File: src/rtl/tcr_defs.svh
// Purpose: offsets, field positions and reset values of the timer regs
// Assumes: 6-bit byte address on the 8-bit I/O register port
// Notes: each unit owns a 16-byte window, unit select is address bit 4
`ifndef TCR_DEFS_SVH
`define TCR_DEFS_SVH

// byte offsets inside one unit window; bit 0 picks low (0) or high (1)
`define TCR_OFS_CNT 4'h0
`define TCR_OFS_CMP_A 4'h2
`define TCR_OFS_CMP_B 4'h4
`define TCR_OFS_CMP_C 4'h6
`define TCR_OFS_CAP 4'h8
`define TCR_UNIT_BIT 4
`define TCR_ADDR_MASK 6'h20

// interrupt mask field positions for the first unit
`define TCR_MASK_CAPTURE 5
`define TCR_MASK_CMP_A 4
`define TCR_MASK_CMP_B 3
`define TCR_MASK_OVERFLOW 2

`define TCR_RST_WORD 16'h0000
`define TCR_RST_BYTE 8'h00

`endif

File: src/rtl/tcr_pkg.sv
// Purpose: shared types of the timer register block
// Assumes: offsets live in tcr_defs.svh
// Notes: field code equals address bits 3:1 inside a unit window
package tcr_pkg;
    typedef enum logic [2:0] {
        TCR_F_CNT = 3'b000,
        TCR_F_CMP_A = 3'b001,
        TCR_F_CMP_B = 3'b010,
        TCR_F_CMP_C = 3'b011,
        TCR_F_CAP = 3'b100
    } tcr_field_type;
    typedef logic [15:0] tcr_word_type;
    typedef logic [7:0] tcr_byte_type;
endpackage

File: src/rtl/tcr_regs.sv
// Purpose: counter, compare and capture values of two 16-bit timer units
// Assumes: core_clk 20 MHz; timer_tick is a one-cycle enable per unit
// Notes: all 16-bit writes, and counter and capture reads, move through one shared high-byte latch
`include "tcr_defs.svh"

module tcr_regs #(
    parameter int UNITS = 2,
    parameter int CHANNELS = 3
) (
    input wire logic core_clk,
    input wire logic rst_n,
    input wire logic [5:0] io_addr,
    input wire logic io_wr,
    input wire logic io_rd,
    input wire tcr_pkg::tcr_byte_type io_wdata,
    output tcr_pkg::tcr_byte_type io_rdata,
    input wire logic [UNITS-1:0] timer_tick,
    input wire logic [UNITS-1:0] top_from_capture,
    input wire logic [UNITS-1:0] capture_input_pin,
    input wire logic [UNITS-1:0] capture_edge_polarity,
    input wire logic capture_from_comparator,
    input wire logic comparator_out,
    input wire logic global_irq_enable,
    input wire logic [3:0] timer1_flags,
    output tcr_pkg::tcr_word_type counter_value_t1,
    output tcr_pkg::tcr_word_type counter_value_t3,
    output logic [UNITS*CHANNELS-1:0] compare_match,
    output logic [UNITS*CHANNELS-1:0] compare_output_pin,
    output logic [UNITS-1:0] capture_event,
    output logic [3:0] timer1_irq_req
);
    import tcr_pkg::*;

    logic rst_meta_q;
    logic rst_sync_n;
    tcr_word_type cnt_q [UNITS];
    tcr_word_type cmp_q [UNITS][CHANNELS];
    tcr_word_type cap_q [UNITS];
    tcr_byte_type temp_q;
    tcr_byte_type mask_q;
    logic [UNITS-1:0] blk_q;
    logic [UNITS-1:0] pin_q;
    logic [UNITS*CHANNELS-1:0] pend_q;
    logic [UNITS*CHANNELS-1:0] match_now;
    logic [UNITS-1:0] cap_src;
    logic [UNITS-1:0] cap_edge;
    logic [UNITS-1:0] cnt_wr;
    logic unit_sel;
    logic hi_sel;
    logic in_unit;
    logic mask_sel;
    tcr_field_type fld;
    logic [1:0] cmp_idx;
    // reset released through two flops, asserted at once
    always_ff @(posedge core_clk or negedge rst_n) begin
        if (!rst_n) begin
            rst_meta_q <= 1'b0;
            rst_sync_n <= 1'b0;
        end else begin
            rst_meta_q <= 1'b1;
            rst_sync_n <= rst_meta_q;
        end
    end

    assign unit_sel = io_addr[`TCR_UNIT_BIT];
    assign hi_sel = io_addr[0];
    assign in_unit = !io_addr[5] && (io_addr[3:1] <= 3'(TCR_F_CAP));
    assign mask_sel = (io_addr == `TCR_ADDR_MASK);
    assign fld = tcr_field_type'(io_addr[3:1]);
    assign cmp_idx = io_addr[2:1] - 2'd1;
    // low-byte write completes the counter load
    always_comb begin
        cnt_wr = '0;
        if (io_wr && in_unit && !hi_sel && fld == TCR_F_CNT) begin
            cnt_wr[unit_sel] = 1'b1;
        end
    end
    // shared high-byte latch: high write parks, low read fills
    always_ff @(posedge core_clk or negedge rst_sync_n) begin
        if (!rst_sync_n) begin
            temp_q <= `TCR_RST_BYTE;
        end else if (io_wr && in_unit && hi_sel) begin
            temp_q <= io_wdata;
        end else if (io_rd && in_unit && !hi_sel) begin
            unique case (fld)
                TCR_F_CNT: temp_q <= cnt_q[unit_sel][15:8];
                TCR_F_CAP: temp_q <= cap_q[unit_sel][15:8];
                default: temp_q <= cmp_q[unit_sel][cmp_idx][15:8];
            endcase
        end
    end
    // read data; counter and capture high bytes come from the latch
    always_ff @(posedge core_clk or negedge rst_sync_n) begin
        if (!rst_sync_n) begin
            io_rdata <= `TCR_RST_BYTE;
        end else if (io_rd && mask_sel) begin
            io_rdata <= mask_q;
        end else if (io_rd && in_unit) begin
            unique case (fld)
                TCR_F_CNT: io_rdata <= hi_sel ? temp_q
                    : cnt_q[unit_sel][7:0];
                TCR_F_CAP: io_rdata <= hi_sel ? temp_q
                    : cap_q[unit_sel][7:0];
                default: io_rdata <= hi_sel
                    ? cmp_q[unit_sel][cmp_idx][15:8]
                    : cmp_q[unit_sel][cmp_idx][7:0];
            endcase
        end else if (io_rd) begin
            io_rdata <= `TCR_RST_BYTE;
        end
    end
    // counters: cpu load wins over a tick in the same cycle
    always_ff @(posedge core_clk or negedge rst_sync_n) begin
        if (!rst_sync_n) begin
            for (int u = 0; u < UNITS; u++) begin
                cnt_q[u] <= `TCR_RST_WORD;
            end
        end else begin
            for (int u = 0; u < UNITS; u++) begin
                if (cnt_wr[u]) begin
                    cnt_q[u] <= {temp_q, io_wdata};
                end else if (timer_tick[u]) begin
                    if (top_from_capture[u] && cnt_q[u] == cap_q[u]) begin
                        cnt_q[u] <= `TCR_RST_WORD;
                    end else begin
                        cnt_q[u] <= cnt_q[u] + 16'h0001;
                    end
                end
            end
        end
    end
    // match blocking: a load may jump onto a compare value, so the
    // next tick would fire a spurious match; software still risks
    // skipping past a compare it meant to hit
    always_ff @(posedge core_clk or negedge rst_sync_n) begin
        if (!rst_sync_n) begin
            blk_q <= '0;
        end else begin
            for (int u = 0; u < UNITS; u++) begin
                if (cnt_wr[u]) begin
                    blk_q[u] <= 1'b1;
                end else if (timer_tick[u]) begin
                    blk_q[u] <= 1'b0;
                end
            end
        end
    end
    // compare values take both bytes on the low write
    always_ff @(posedge core_clk or negedge rst_sync_n) begin
        if (!rst_sync_n) begin
            for (int u = 0; u < UNITS; u++) begin
                for (int c = 0; c < CHANNELS; c++) begin
                    cmp_q[u][c] <= `TCR_RST_WORD;
                end
            end
        end else if (io_wr && in_unit && !hi_sel && fld != TCR_F_CNT
                && fld != TCR_F_CAP) begin
            cmp_q[unit_sel][cmp_idx] <= {temp_q, io_wdata};
        end
    end
    always_comb begin
        for (int u = 0; u < UNITS; u++) begin
            for (int c = 0; c < CHANNELS; c++) begin
                match_now[u*CHANNELS+c] = timer_tick[u] && !blk_q[u]
                    && cnt_q[u] == cmp_q[u][c];
            end
        end
    end
    // match is held and reported on the following tick
    always_ff @(posedge core_clk or negedge rst_sync_n) begin
        if (!rst_sync_n) begin
            pend_q <= '0;
            compare_match <= '0;
            compare_output_pin <= '0;
        end else begin
            for (int u = 0; u < UNITS; u++) begin
                for (int c = 0; c < CHANNELS; c++) begin
                    if (timer_tick[u]) begin
                        pend_q[u*CHANNELS+c] <= match_now[u*CHANNELS+c];
                        compare_match[u*CHANNELS+c] <=
                            pend_q[u*CHANNELS+c];
                        if (pend_q[u*CHANNELS+c]) begin
                            compare_output_pin[u*CHANNELS+c] <=
                                !compare_output_pin[u*CHANNELS+c];
                        end
                    end else begin
                        compare_match[u*CHANNELS+c] <= 1'b0;
                    end
                end
            end
        end
    end
    // capture source and edge; off while the value is used as TOP
    always_comb begin
        cap_src = capture_input_pin;
        cap_src[0] = capture_from_comparator ? comparator_out
            : capture_input_pin[0];
        for (int u = 0; u < UNITS; u++) begin
            cap_edge[u] = !top_from_capture[u] && (capture_edge_polarity[u]
                ? (cap_src[u] && !pin_q[u])
                : (!cap_src[u] && pin_q[u]));
        end
    end

    // hardware capture wins over a cpu write in the same cycle
    always_ff @(posedge core_clk or negedge rst_sync_n) begin
        if (!rst_sync_n) begin
            pin_q <= '0;
            capture_event <= '0;
            for (int u = 0; u < UNITS; u++) begin
                cap_q[u] <= `TCR_RST_WORD;
            end
        end else begin
            pin_q <= cap_src;
            capture_event <= cap_edge;
            for (int u = 0; u < UNITS; u++) begin
                if (cap_edge[u]) begin
                    cap_q[u] <= cnt_q[u];
                end else if (io_wr && in_unit && !hi_sel
                        && fld == TCR_F_CAP && unit_sel == 1'(u)) begin
                    cap_q[u] <= {temp_q, io_wdata};
                end
            end
        end
    end

    always_ff @(posedge core_clk or negedge rst_sync_n) begin
        if (!rst_sync_n) begin
            mask_q <= `TCR_RST_BYTE;
        end else if (io_wr && mask_sel) begin
            mask_q <= io_wdata;
        end
    end

    // flag order on timer1_flags: capture, cmp A, cmp B, overflow
    always_ff @(posedge core_clk or negedge rst_sync_n) begin
        if (!rst_sync_n) begin
            timer1_irq_req <= '0;
        end else begin
            timer1_irq_req <= {mask_q[`TCR_MASK_CAPTURE],
                mask_q[`TCR_MASK_CMP_A], mask_q[`TCR_MASK_CMP_B],
                mask_q[`TCR_MASK_OVERFLOW]} & timer1_flags
                & {4{global_irq_enable}};
        end
    end

    assign counter_value_t1 = cnt_q[0];
    assign counter_value_t3 = cnt_q[1];

    property p_cnt_load;
        @(posedge core_clk) disable iff (!rst_sync_n)
        cnt_wr[0] |=> cnt_q[0] == {$past(temp_q), $past(io_wdata)};
    endproperty
    a_cnt_load: assert property (p_cnt_load)
        else $error("counter load lost bytes");
    property p_temp_hold;
        @(posedge core_clk) disable iff (!rst_sync_n)
        (io_wr && in_unit && hi_sel) |=> temp_q == $past(io_wdata);
    endproperty
    a_temp_hold: assert property (p_temp_hold)
        else $error("high byte not parked");
    property p_cnt_read;
        @(posedge core_clk) disable iff (!rst_sync_n)
        (io_rd && in_unit && !hi_sel && fld == TCR_F_CNT && !unit_sel)
        |=> temp_q == $past(cnt_q[0][15:8])
            && io_rdata == $past(cnt_q[0][7:0]);
    endproperty
    a_cnt_read: assert property (p_cnt_read)
        else $error("counter read not atomic");
    property p_block;
        @(posedge core_clk) disable iff (!rst_sync_n)
        (blk_q[0] && timer_tick[0]) |=> pend_q[CHANNELS-1:0] == '0;
    endproperty
    a_block: assert property (p_block)
        else $error("match after counter load");
    property p_match_next;
        @(posedge core_clk) disable iff (!rst_sync_n)
        match_now[0] ##1 (!timer_tick[0])[*3] ##1 timer_tick[0]
        |=> compare_match[0];
    endproperty
    a_match_next: assert property (p_match_next)
        else $error("match strobe missing");
    property p_capture;
        @(posedge core_clk) disable iff (!rst_sync_n)
        cap_edge[0] |=> cap_q[0] == $past(cnt_q[0]) && capture_event[0];
    endproperty
    a_capture: assert property (p_capture)
        else $error("capture did not copy counter");
    property p_irq;
        @(posedge core_clk) disable iff (!rst_sync_n)
        (global_irq_enable && mask_q[`TCR_MASK_CAPTURE] && timer1_flags[3])
        |=> timer1_irq_req[3];
    endproperty
    a_irq: assert property (p_irq)
        else $error("capture irq not raised");
    property p_no_irq;
        @(posedge core_clk) disable iff (!rst_sync_n)
        !global_irq_enable |=> timer1_irq_req == 4'h0;
    endproperty
    a_no_irq: assert property (p_no_irq)
        else $error("irq without global enable");
    property p_cmp_write;
        @(posedge core_clk) disable iff (!rst_sync_n)
        (io_wr && in_unit && !hi_sel && fld == TCR_F_CMP_A && !unit_sel)
        |=> cmp_q[0][0] == {$past(temp_q), $past(io_wdata)};
    endproperty
    a_cmp_write: assert property (p_cmp_write)
        else $error("compare update not atomic");
    property p_edge_sense;
        @(posedge core_clk) disable iff (!rst_sync_n)
        (!top_from_capture[1] && capture_edge_polarity[1]
            && !pin_q[1] && cap_src[1]) |=> capture_event[1];
    endproperty
    a_edge_sense: assert property (p_edge_sense)
        else $error("rising edge missed");
endmodule

File: config.mk
export PLATFORM = sky130hd
export DESIGN_NAME = tcr_regs
export DESIGN_NICKNAME = d
export VERILOG_FILES = /design/src/rtl/tcr_pkg.sv /design/src/rtl/tcr_regs.sv
export VERILOG_INCLUDE_DIRS = /design/src /design/src/rtl
export SDC_FILE = /design/constraint.sdc
export NUM_CORES = 1
export LEC_CHECK = 0
export ABC_AREA = 0
export BUFFER_PORTS_ARGS = -buffer_cell sky130_fd_sc_hd__buf_2
export CAP_MARGIN = 20
export CORE_UTILIZATION = 60
export DETAILED_ROUTE_END_ITERATION = 12
export GPL_ROUTABILITY_DRIVEN = 0
export GPL_TIMING_DRIVEN = 0
export PLACE_DENSITY_LB_ADDON = 0.08
export SYNTH_ARGS = -nofsm -noshare
export SYNTH_HDL_FRONTEND = slang
export SYNTH_SLANG_ARGS = --single-unit
File: constraint.sdc
create_clock -name core_clk -period 12.5 [get_ports core_clk]
set_clock_uncertainty 0.05 [all_clocks]
set_input_delay 0.625 -clock core_clk [delete_from_list [all_inputs] [get_ports core_clk]]
set_output_delay 0.625 -clock core_clk [all_outputs]
set_load 0.02 [all_outputs]
==> qor.csv, run 1 <==
metric;value;unit
startpoint_type;primary input;
fin_cells;1497;
dpl_cell_area;12900;um2
syn2layout_area_growth;13.6;%
avgSynthCellArea;11.0;um2
cts-root-buf;clkbuf_16;
grt_max_degree;63;
end_kind;flop;
slew_violations;0;
final_area;13700;um2
dp_hpwl;27.5;mm
ys_ff_latch;214;
gr-usage-all-layers;39.0;%
cts_resized;0;
seq_area_frac_synth;44.4;%
cts_buffers;24;
holdPathStages;1;
cts_buffer_depth;3;
hp-start;capture_input_pin[1];
synth_nets;1136;
worstSkewPairLatency;0.54;ns
dp_worst_setup_slack;9.05;ns
crit_path_max_fanout;10;
critPathArrivalTime;3.39;ns
required;12.89;ns
final_nets;1254;
io_buffer_count;88;
rsz0062_at_grt;false;
fp-row-count;51;
whs_endpoint;pin_q[1]$_DFF_PN0_;
p_leak;6.26;nW
hold_viol;0;
worstHoldPathType;in -> reg;
yosysUniqueCellTypes;66;
ioPinCount;91;
post-cts-setup-buffer-count;0;
fin_crit;3.00;ns
worst_slack;9.50;ns
syn_inst;1097;
grt_pass1_vias;9257;
crit_type;in -> reg;
final_cell_mix;dfrtp_1 (213), xnor2_1 (114), buf_2 (113), mux2_2 (106), nand2_1 (82);
grt_pass1_wl;57.7;mm
start_util;61.6;%
ir_drop;0.000173;V
worstMarginPinSlew;1.06;ns
overflow;0;
post-route-drc-count;0;
setup_tns;0;ns
core;19600;um2
ff2ff_setup_slack;9.59;ns
dieArea;20700;um2
synthFlopType;dfrtp_1;
power;2.43;mW
ant_nets;0;
htreeDepth;1;
die_y;144;um
routed_via_density;6.48;
clkSinkCount;214;
netlist_area;12100;um2
cts_tree;built;
routed_wl;38.7;mm
rr_worst_depth;7;
first_iter_violations;1215;
post_drt_wl_per_cell;25.8;um
p_per_area;177;nW/um2
outcome;finished clean;
finalCritPeriodShare;24.0;%
fmax;0.333;GHz
final_common_cell;dfrtp_1;
path_clk_slew;0.06;ns
synth-edff-count;0;
ys_warn_count;0;
r2r-end;counter_value_t3[6]$_DFFE_PN0P_;
dp_cells;1453;
drt_pass1_iterations;6;
drive_above_1_share;25.1;%
slew_headroom;29.6;%
antenna_found_initial;1;
cap_viol_max_count;0;
vias;9701;
r2r-start;counter_value_t3[0]$_DFFE_PN0P_;
die_w;144;um
setup_violations;0;
async_reset_ff_share;100;%
-- worst max-delay path, cell delays in order --
cell	delay, ns
buf_2	0.12
buf_2	0.21
inv_1	0.17
ha_1	0.34
clkbuf_1	0.41
nand2_1	0.33
nor2_1	0.35
buf_2	0.29
buf_2	0.27
a21oi_1	0.06
a21oi_1	0.20
-- report_power, final --
group	internal [mW]	switching, mW
clock	0.409	0.285
combinational	0.321	0.491
sequential	0.808	0.119
total	1.54	0.895
-- logic make-up after synthesis --
logic type	count (synthesis)	synth area share (%)
AO/OA/AOI/OAI	165	8.26
flip-flops	214	44.4
multiplexers	188	20.0
AND/OR/NAND/NOR	255	11.2
buffers and inverters	113	4.24
XOR/XNOR	155	11.2
adder cells (fa/ha/maj)	6	0.622
other	1	0.0311
-- flip-flops by register name, summed over array words and instances (netlist names), 2 cells and up --
name                count
blk_q                   2
pend_q                  6
compare_match           6
counter_value_t3       16
capture_event           2
counter_value_t1       16
cap_q                  32
temp_q                  8
mask_q                  8
timer1_irq_req          4
cmp_q                  96
compare_output_pin      6
pin_q                   2
io_rdata                8
-- what timing repair did --
action / in CTS / in global routing
hold buffers: 1 / 0
setup endpoints to repair: 0 / 0
endpoints found under the hold margin: 2 / 0
-- worst max-delay path by stage --
stage	from	endpoint	slack (ns)
floorplan	rst_sync_n$_DFF_PN0_	blk_q[0]$_DFFE_PN0P_	6.04
global placement	rst_sync_n$_DFF_PN0_	counter_value_t1[11]$_DFFE_PN0P_	3.58
detailed placement	io_addr[1]	io_rdata[5]$_DFFE_PN0P_	9.05
CTS	io_addr[1]	io_rdata[5]$_DFFE_PN0P_	9.61
global route	io_addr[1]	counter_value_t1[1]$_DFFE_PN0P_	9.36
finish	io_addr[1]	counter_value_t1[1]$_DFFE_PN0P_	9.50
-- per-stage QoR --
step                      util, %  hold slack [ns]
final                        70.0            0.191
after global routing         70.0            0.190
after CTS                    70.0            0.181
after detailed placement     66.0            0.289
after global placement       65.6            0.285
after floorplan                 -            0.279
-- area by class of cell --
| class | count | area, um2 |
|---|---|---|
| diodes | 2 | 5.00 |
| plain buffers | 100 | 463 |
| clock buffers | 37 | 709 |
| clock inverters | 4 | 56.3 |
| fillers | 1513 | 5880 |
| inverters | 13 | 48.8 |
| multi-input cells | 770 | 6200 |
| flip-flops and latches | 214 | 5360 |
| well taps | 265 | 332 |
| repair buffers | 92 | 533 |
-- Yosys cell counts, types with 13 or more instances --
| cell | number | share of area, % |
|---|---|---|
| dfrtp_1 | 214 | 44 |
| xnor2_1 | 114 | 8.3 |
| mux2_2 | 106 | 9.9 |
| nand2_1 | 82 | 2.5 |
| o21ai_0 | 73 | 3.0 |
| clkbuf_1 | 60 | 1.9 |
| mux2i_1 | 50 | 4.1 |
| xor2_1 | 41 | 3.0 |
| a21oi_1 | 40 | 1.7 |
| nor2_1 | 36 | 1.1 |
| mux4_2 | 31 | 5.8 |
| nand4_1 | 31 | 1.6 |
| buf_2 | 25 | 1.0 |
| nand3_1 | 22 | 0.91 |
| inv_1 | 13 | 0.40 |
-- metal layers --
layer | routed length (um) | share of wire [%] | GRT usage, % | vias up
met1 | 15600 | 40 | 53.8 | 4780
met4 | 2190 | 5.7 | 21.0 | 0
li1 | - | - | - | 4153
met2 | 16700 | 43 | 57.3 | 646
met3 | 4210 | 11 | 8.76 | 122
met5 | 0 | 0 | 0 | -
No activity file was read; power rests on OpenSTA's default activity.
==> run 2, diff against run 1 <==
==> constraint.sdc (replaced) <==
create_clock -name core_clk -period 2.8 [get_ports core_clk]
set_clock_uncertainty 0.05 [all_clocks]
set_input_delay 0.14 -clock core_clk [delete_from_list [all_inputs] [get_ports core_clk]]
set_output_delay 0.14 -clock core_clk [all_outputs]
set_load 0.02 [all_outputs]
==> run 2 against run 1 <==
Cell count grew 1.0%; register-to-register slack lost 9.4 ns; clock power grew to 4.7 times the previous value; via count grew 1.8%; critical path depth shrank 5; clock-buffer cell count is the same; sequential cell count is the same; largest power group unchanged; global-route usage grew 0.72 points; final area grew 1.8%; total power grew to 4.5 times the previous value; wire length grew 1.8%; critical path type is now reg -> reg.
==> qor.csv, run 2 (synthesized netlist as in run 1, its figures left out) <==
metric;value;unit
die_y;144;um
overflow;0;
post_drt_wl_per_cell;26.0;um
grt_pass1_vias;9545;
post-route-drc-count;0;
top_register;cmp_q;
routed_via_density;6.53;
final_cell_mix;dfrtp_1 (213), xnor2_1 (114), buf_2 (113), mux2_2 (106), nand2_1 (82);
largest_reg_flops;96;
gr-usage-all-layers;39.7;%
critPathArrivalTime;3.05;ns
cts_buffers;24;
start_util;61.6;%
dieArea;20700;um2
post-route-util;71.2;%
rsz0062_at_grt;false;
grt_use_met1;54.5;%
crit_chain;clkbuf_1 > clkbuf_1 > xnor2_1 > nand4_1 > nor4_1 > a32o_1;
ant_nets;0;
hold_viol;0;
slew_violations;0;
grt_pass1_wl;58.9;mm
cts_buffer_depth;3;
fmax;0.380;GHz
htreeDepth;1;
finalCritPeriodShare;94.1;%
largestRegisters;cmp_q: 96 flops, cap_q: 32 flops;
post-cts-setup-buffer-count;0;
slew_headroom;33.0;%
worstMarginPinSlew;1.00;ns
path_delay_family;buffers and inverters;
setup_violations;0;
worstSkewPairLatency;0.53;ns
path_clk_slew;0.06;ns
max_stage_delay;0.63;ns
first_iter_violations;1195;
core;19600;um2
required;3.21;ns
io_buffer_count;88;
crit_path_frequent_cell;clkbuf_1;
final_nets;1270;
vias;9871;
syn2layout_area_growth;15.6;%
path_buf_inv;2;
slowest_stage;nor4_1;
cts-root-buf;clkbuf_16;
startpoint_type;flop;
outcome;finished clean;
fp-row-count;51;
crit_type;reg -> reg;
grt_max_degree;73;
die_w;144;um
routed_wl;39.4;mm
ioPinCount;91;
antenna_found_initial;0;
end_kind;flop;
grt_use_met3;9.66;%
cap_viol_max_count;0;
ir_drop;0.000645;V
setup_tns;0;ns
crit_path_max_fanout;10;
dp_hpwl;27.7;mm
diodes;0;
p_leak;6.37;nW
cts_tree;built;
p_per_area;793;nW/um2
drive_above_1_share;24.9;%
busiest_layer;met2;
drt_pass1_iterations;6;
use_met2;58.0;%
clkSinkCount;214;
fin_crit;2.63;ns
worstHoldPathType;in -> reg;
final_common_cell;dfrtp_1;
==> run 2: final timing paths <==
kind | from | end | slack (ns) | cells past startpoint
setup reg to reg | counter_value_t1[2]$_DFFE_PN0P_ | pend_q[0]$_DFFE_PN0P_ | 0.17 | 6
max in group asynchronous | rst_sync_n$_DFF_PN0_ | mask_q[2]$_DFFE_PN0P_ | 1.59 | 2
setup / recovery | counter_value_t1[2]$_DFFE_PN0P_ | pend_q[0]$_DFFE_PN0P_ | 0.17 | 6
min in group asynchronous | rst_sync_n$_DFF_PN0_ | counter_value_t3[2]$_DFFE_PN0P_ | 0.16 | 0
hold reg to reg | rst_sync_n$_DFF_PN0_ | counter_value_t3[2]$_DFFE_PN0P_ | 0.16 | 0
hold / removal | io_wr | mask_q[6]$_DFFE_PN0P_ | 0.007 | 3
==> run 2: layout make-up <==
cell class | instances | area (um2)
well taps | 265 | 332
plain buffers | 94 | 443
clock buffers | 37 | 701
fillers | 1502 | 5640
clock inverters | 5 | 104
flip-flops and latches | 214 | 5360
multi-input cells | 770 | 6210
repair buffers | 114 | 753
inverters | 13 | 48.8
==> run 2: worst reg2reg max path, delay by kind of cell (launching register included) <==
family / cells / cell delay [ns]
AO/OA/AOI/OAI: 1 / 0.27
flip-flops: 1 / 0.34
AND/OR/NAND/NOR: 2 / 0.75
buffers and inverters: 2 / 0.97
XOR/XNOR: 1 / 0.20
==> run 2: repair_timing <==
action / CTS / global route
endpoints found under the hold margin: 28 / 0
hold buffers: 23 / 0
setup endpoints to repair: 6 / 10
resized for setup: 1 / 3
==> run 2: metrics by stage <==
step / total power, mW / instances / setup WS, ns / area [um2] / hold slack [ns]
global route: 11.4 / 1512 / 0.103 / 14000 / 0.0294
global placement: 7.57 / 1450 / -0.227 / 12800 / -0.126
floorplan: 6.43 / 1097 / 0.577 / 12100 / -0.206
CTS: 11.0 / 1517 / 0.0187 / 14000 / 0.00359
detailed placement: 7.68 / 1453 / -0.171 / 12900 / -0.125
finish: 11.1 / 1512 / 0.166 / 14000 / 0.00668
==> run 2: layer usage <==
layer	wire (um)	part of all wire, %	vias to the layer above
met5	0	0	-
met4	2600	6.6	0
met3	4470	11	170
met2	16700	42	674
met1	15600	40	4871
li1	-	-	4156
==> run 2: power by group <==
part	leakage [nW]	switching, mW	internal (mW)	total, mW
logic	3.16	2.05	1.44	3.49
registers	2.82	0.697	3.60	4.30
clock network	0.391	1.28	1.99	3.27
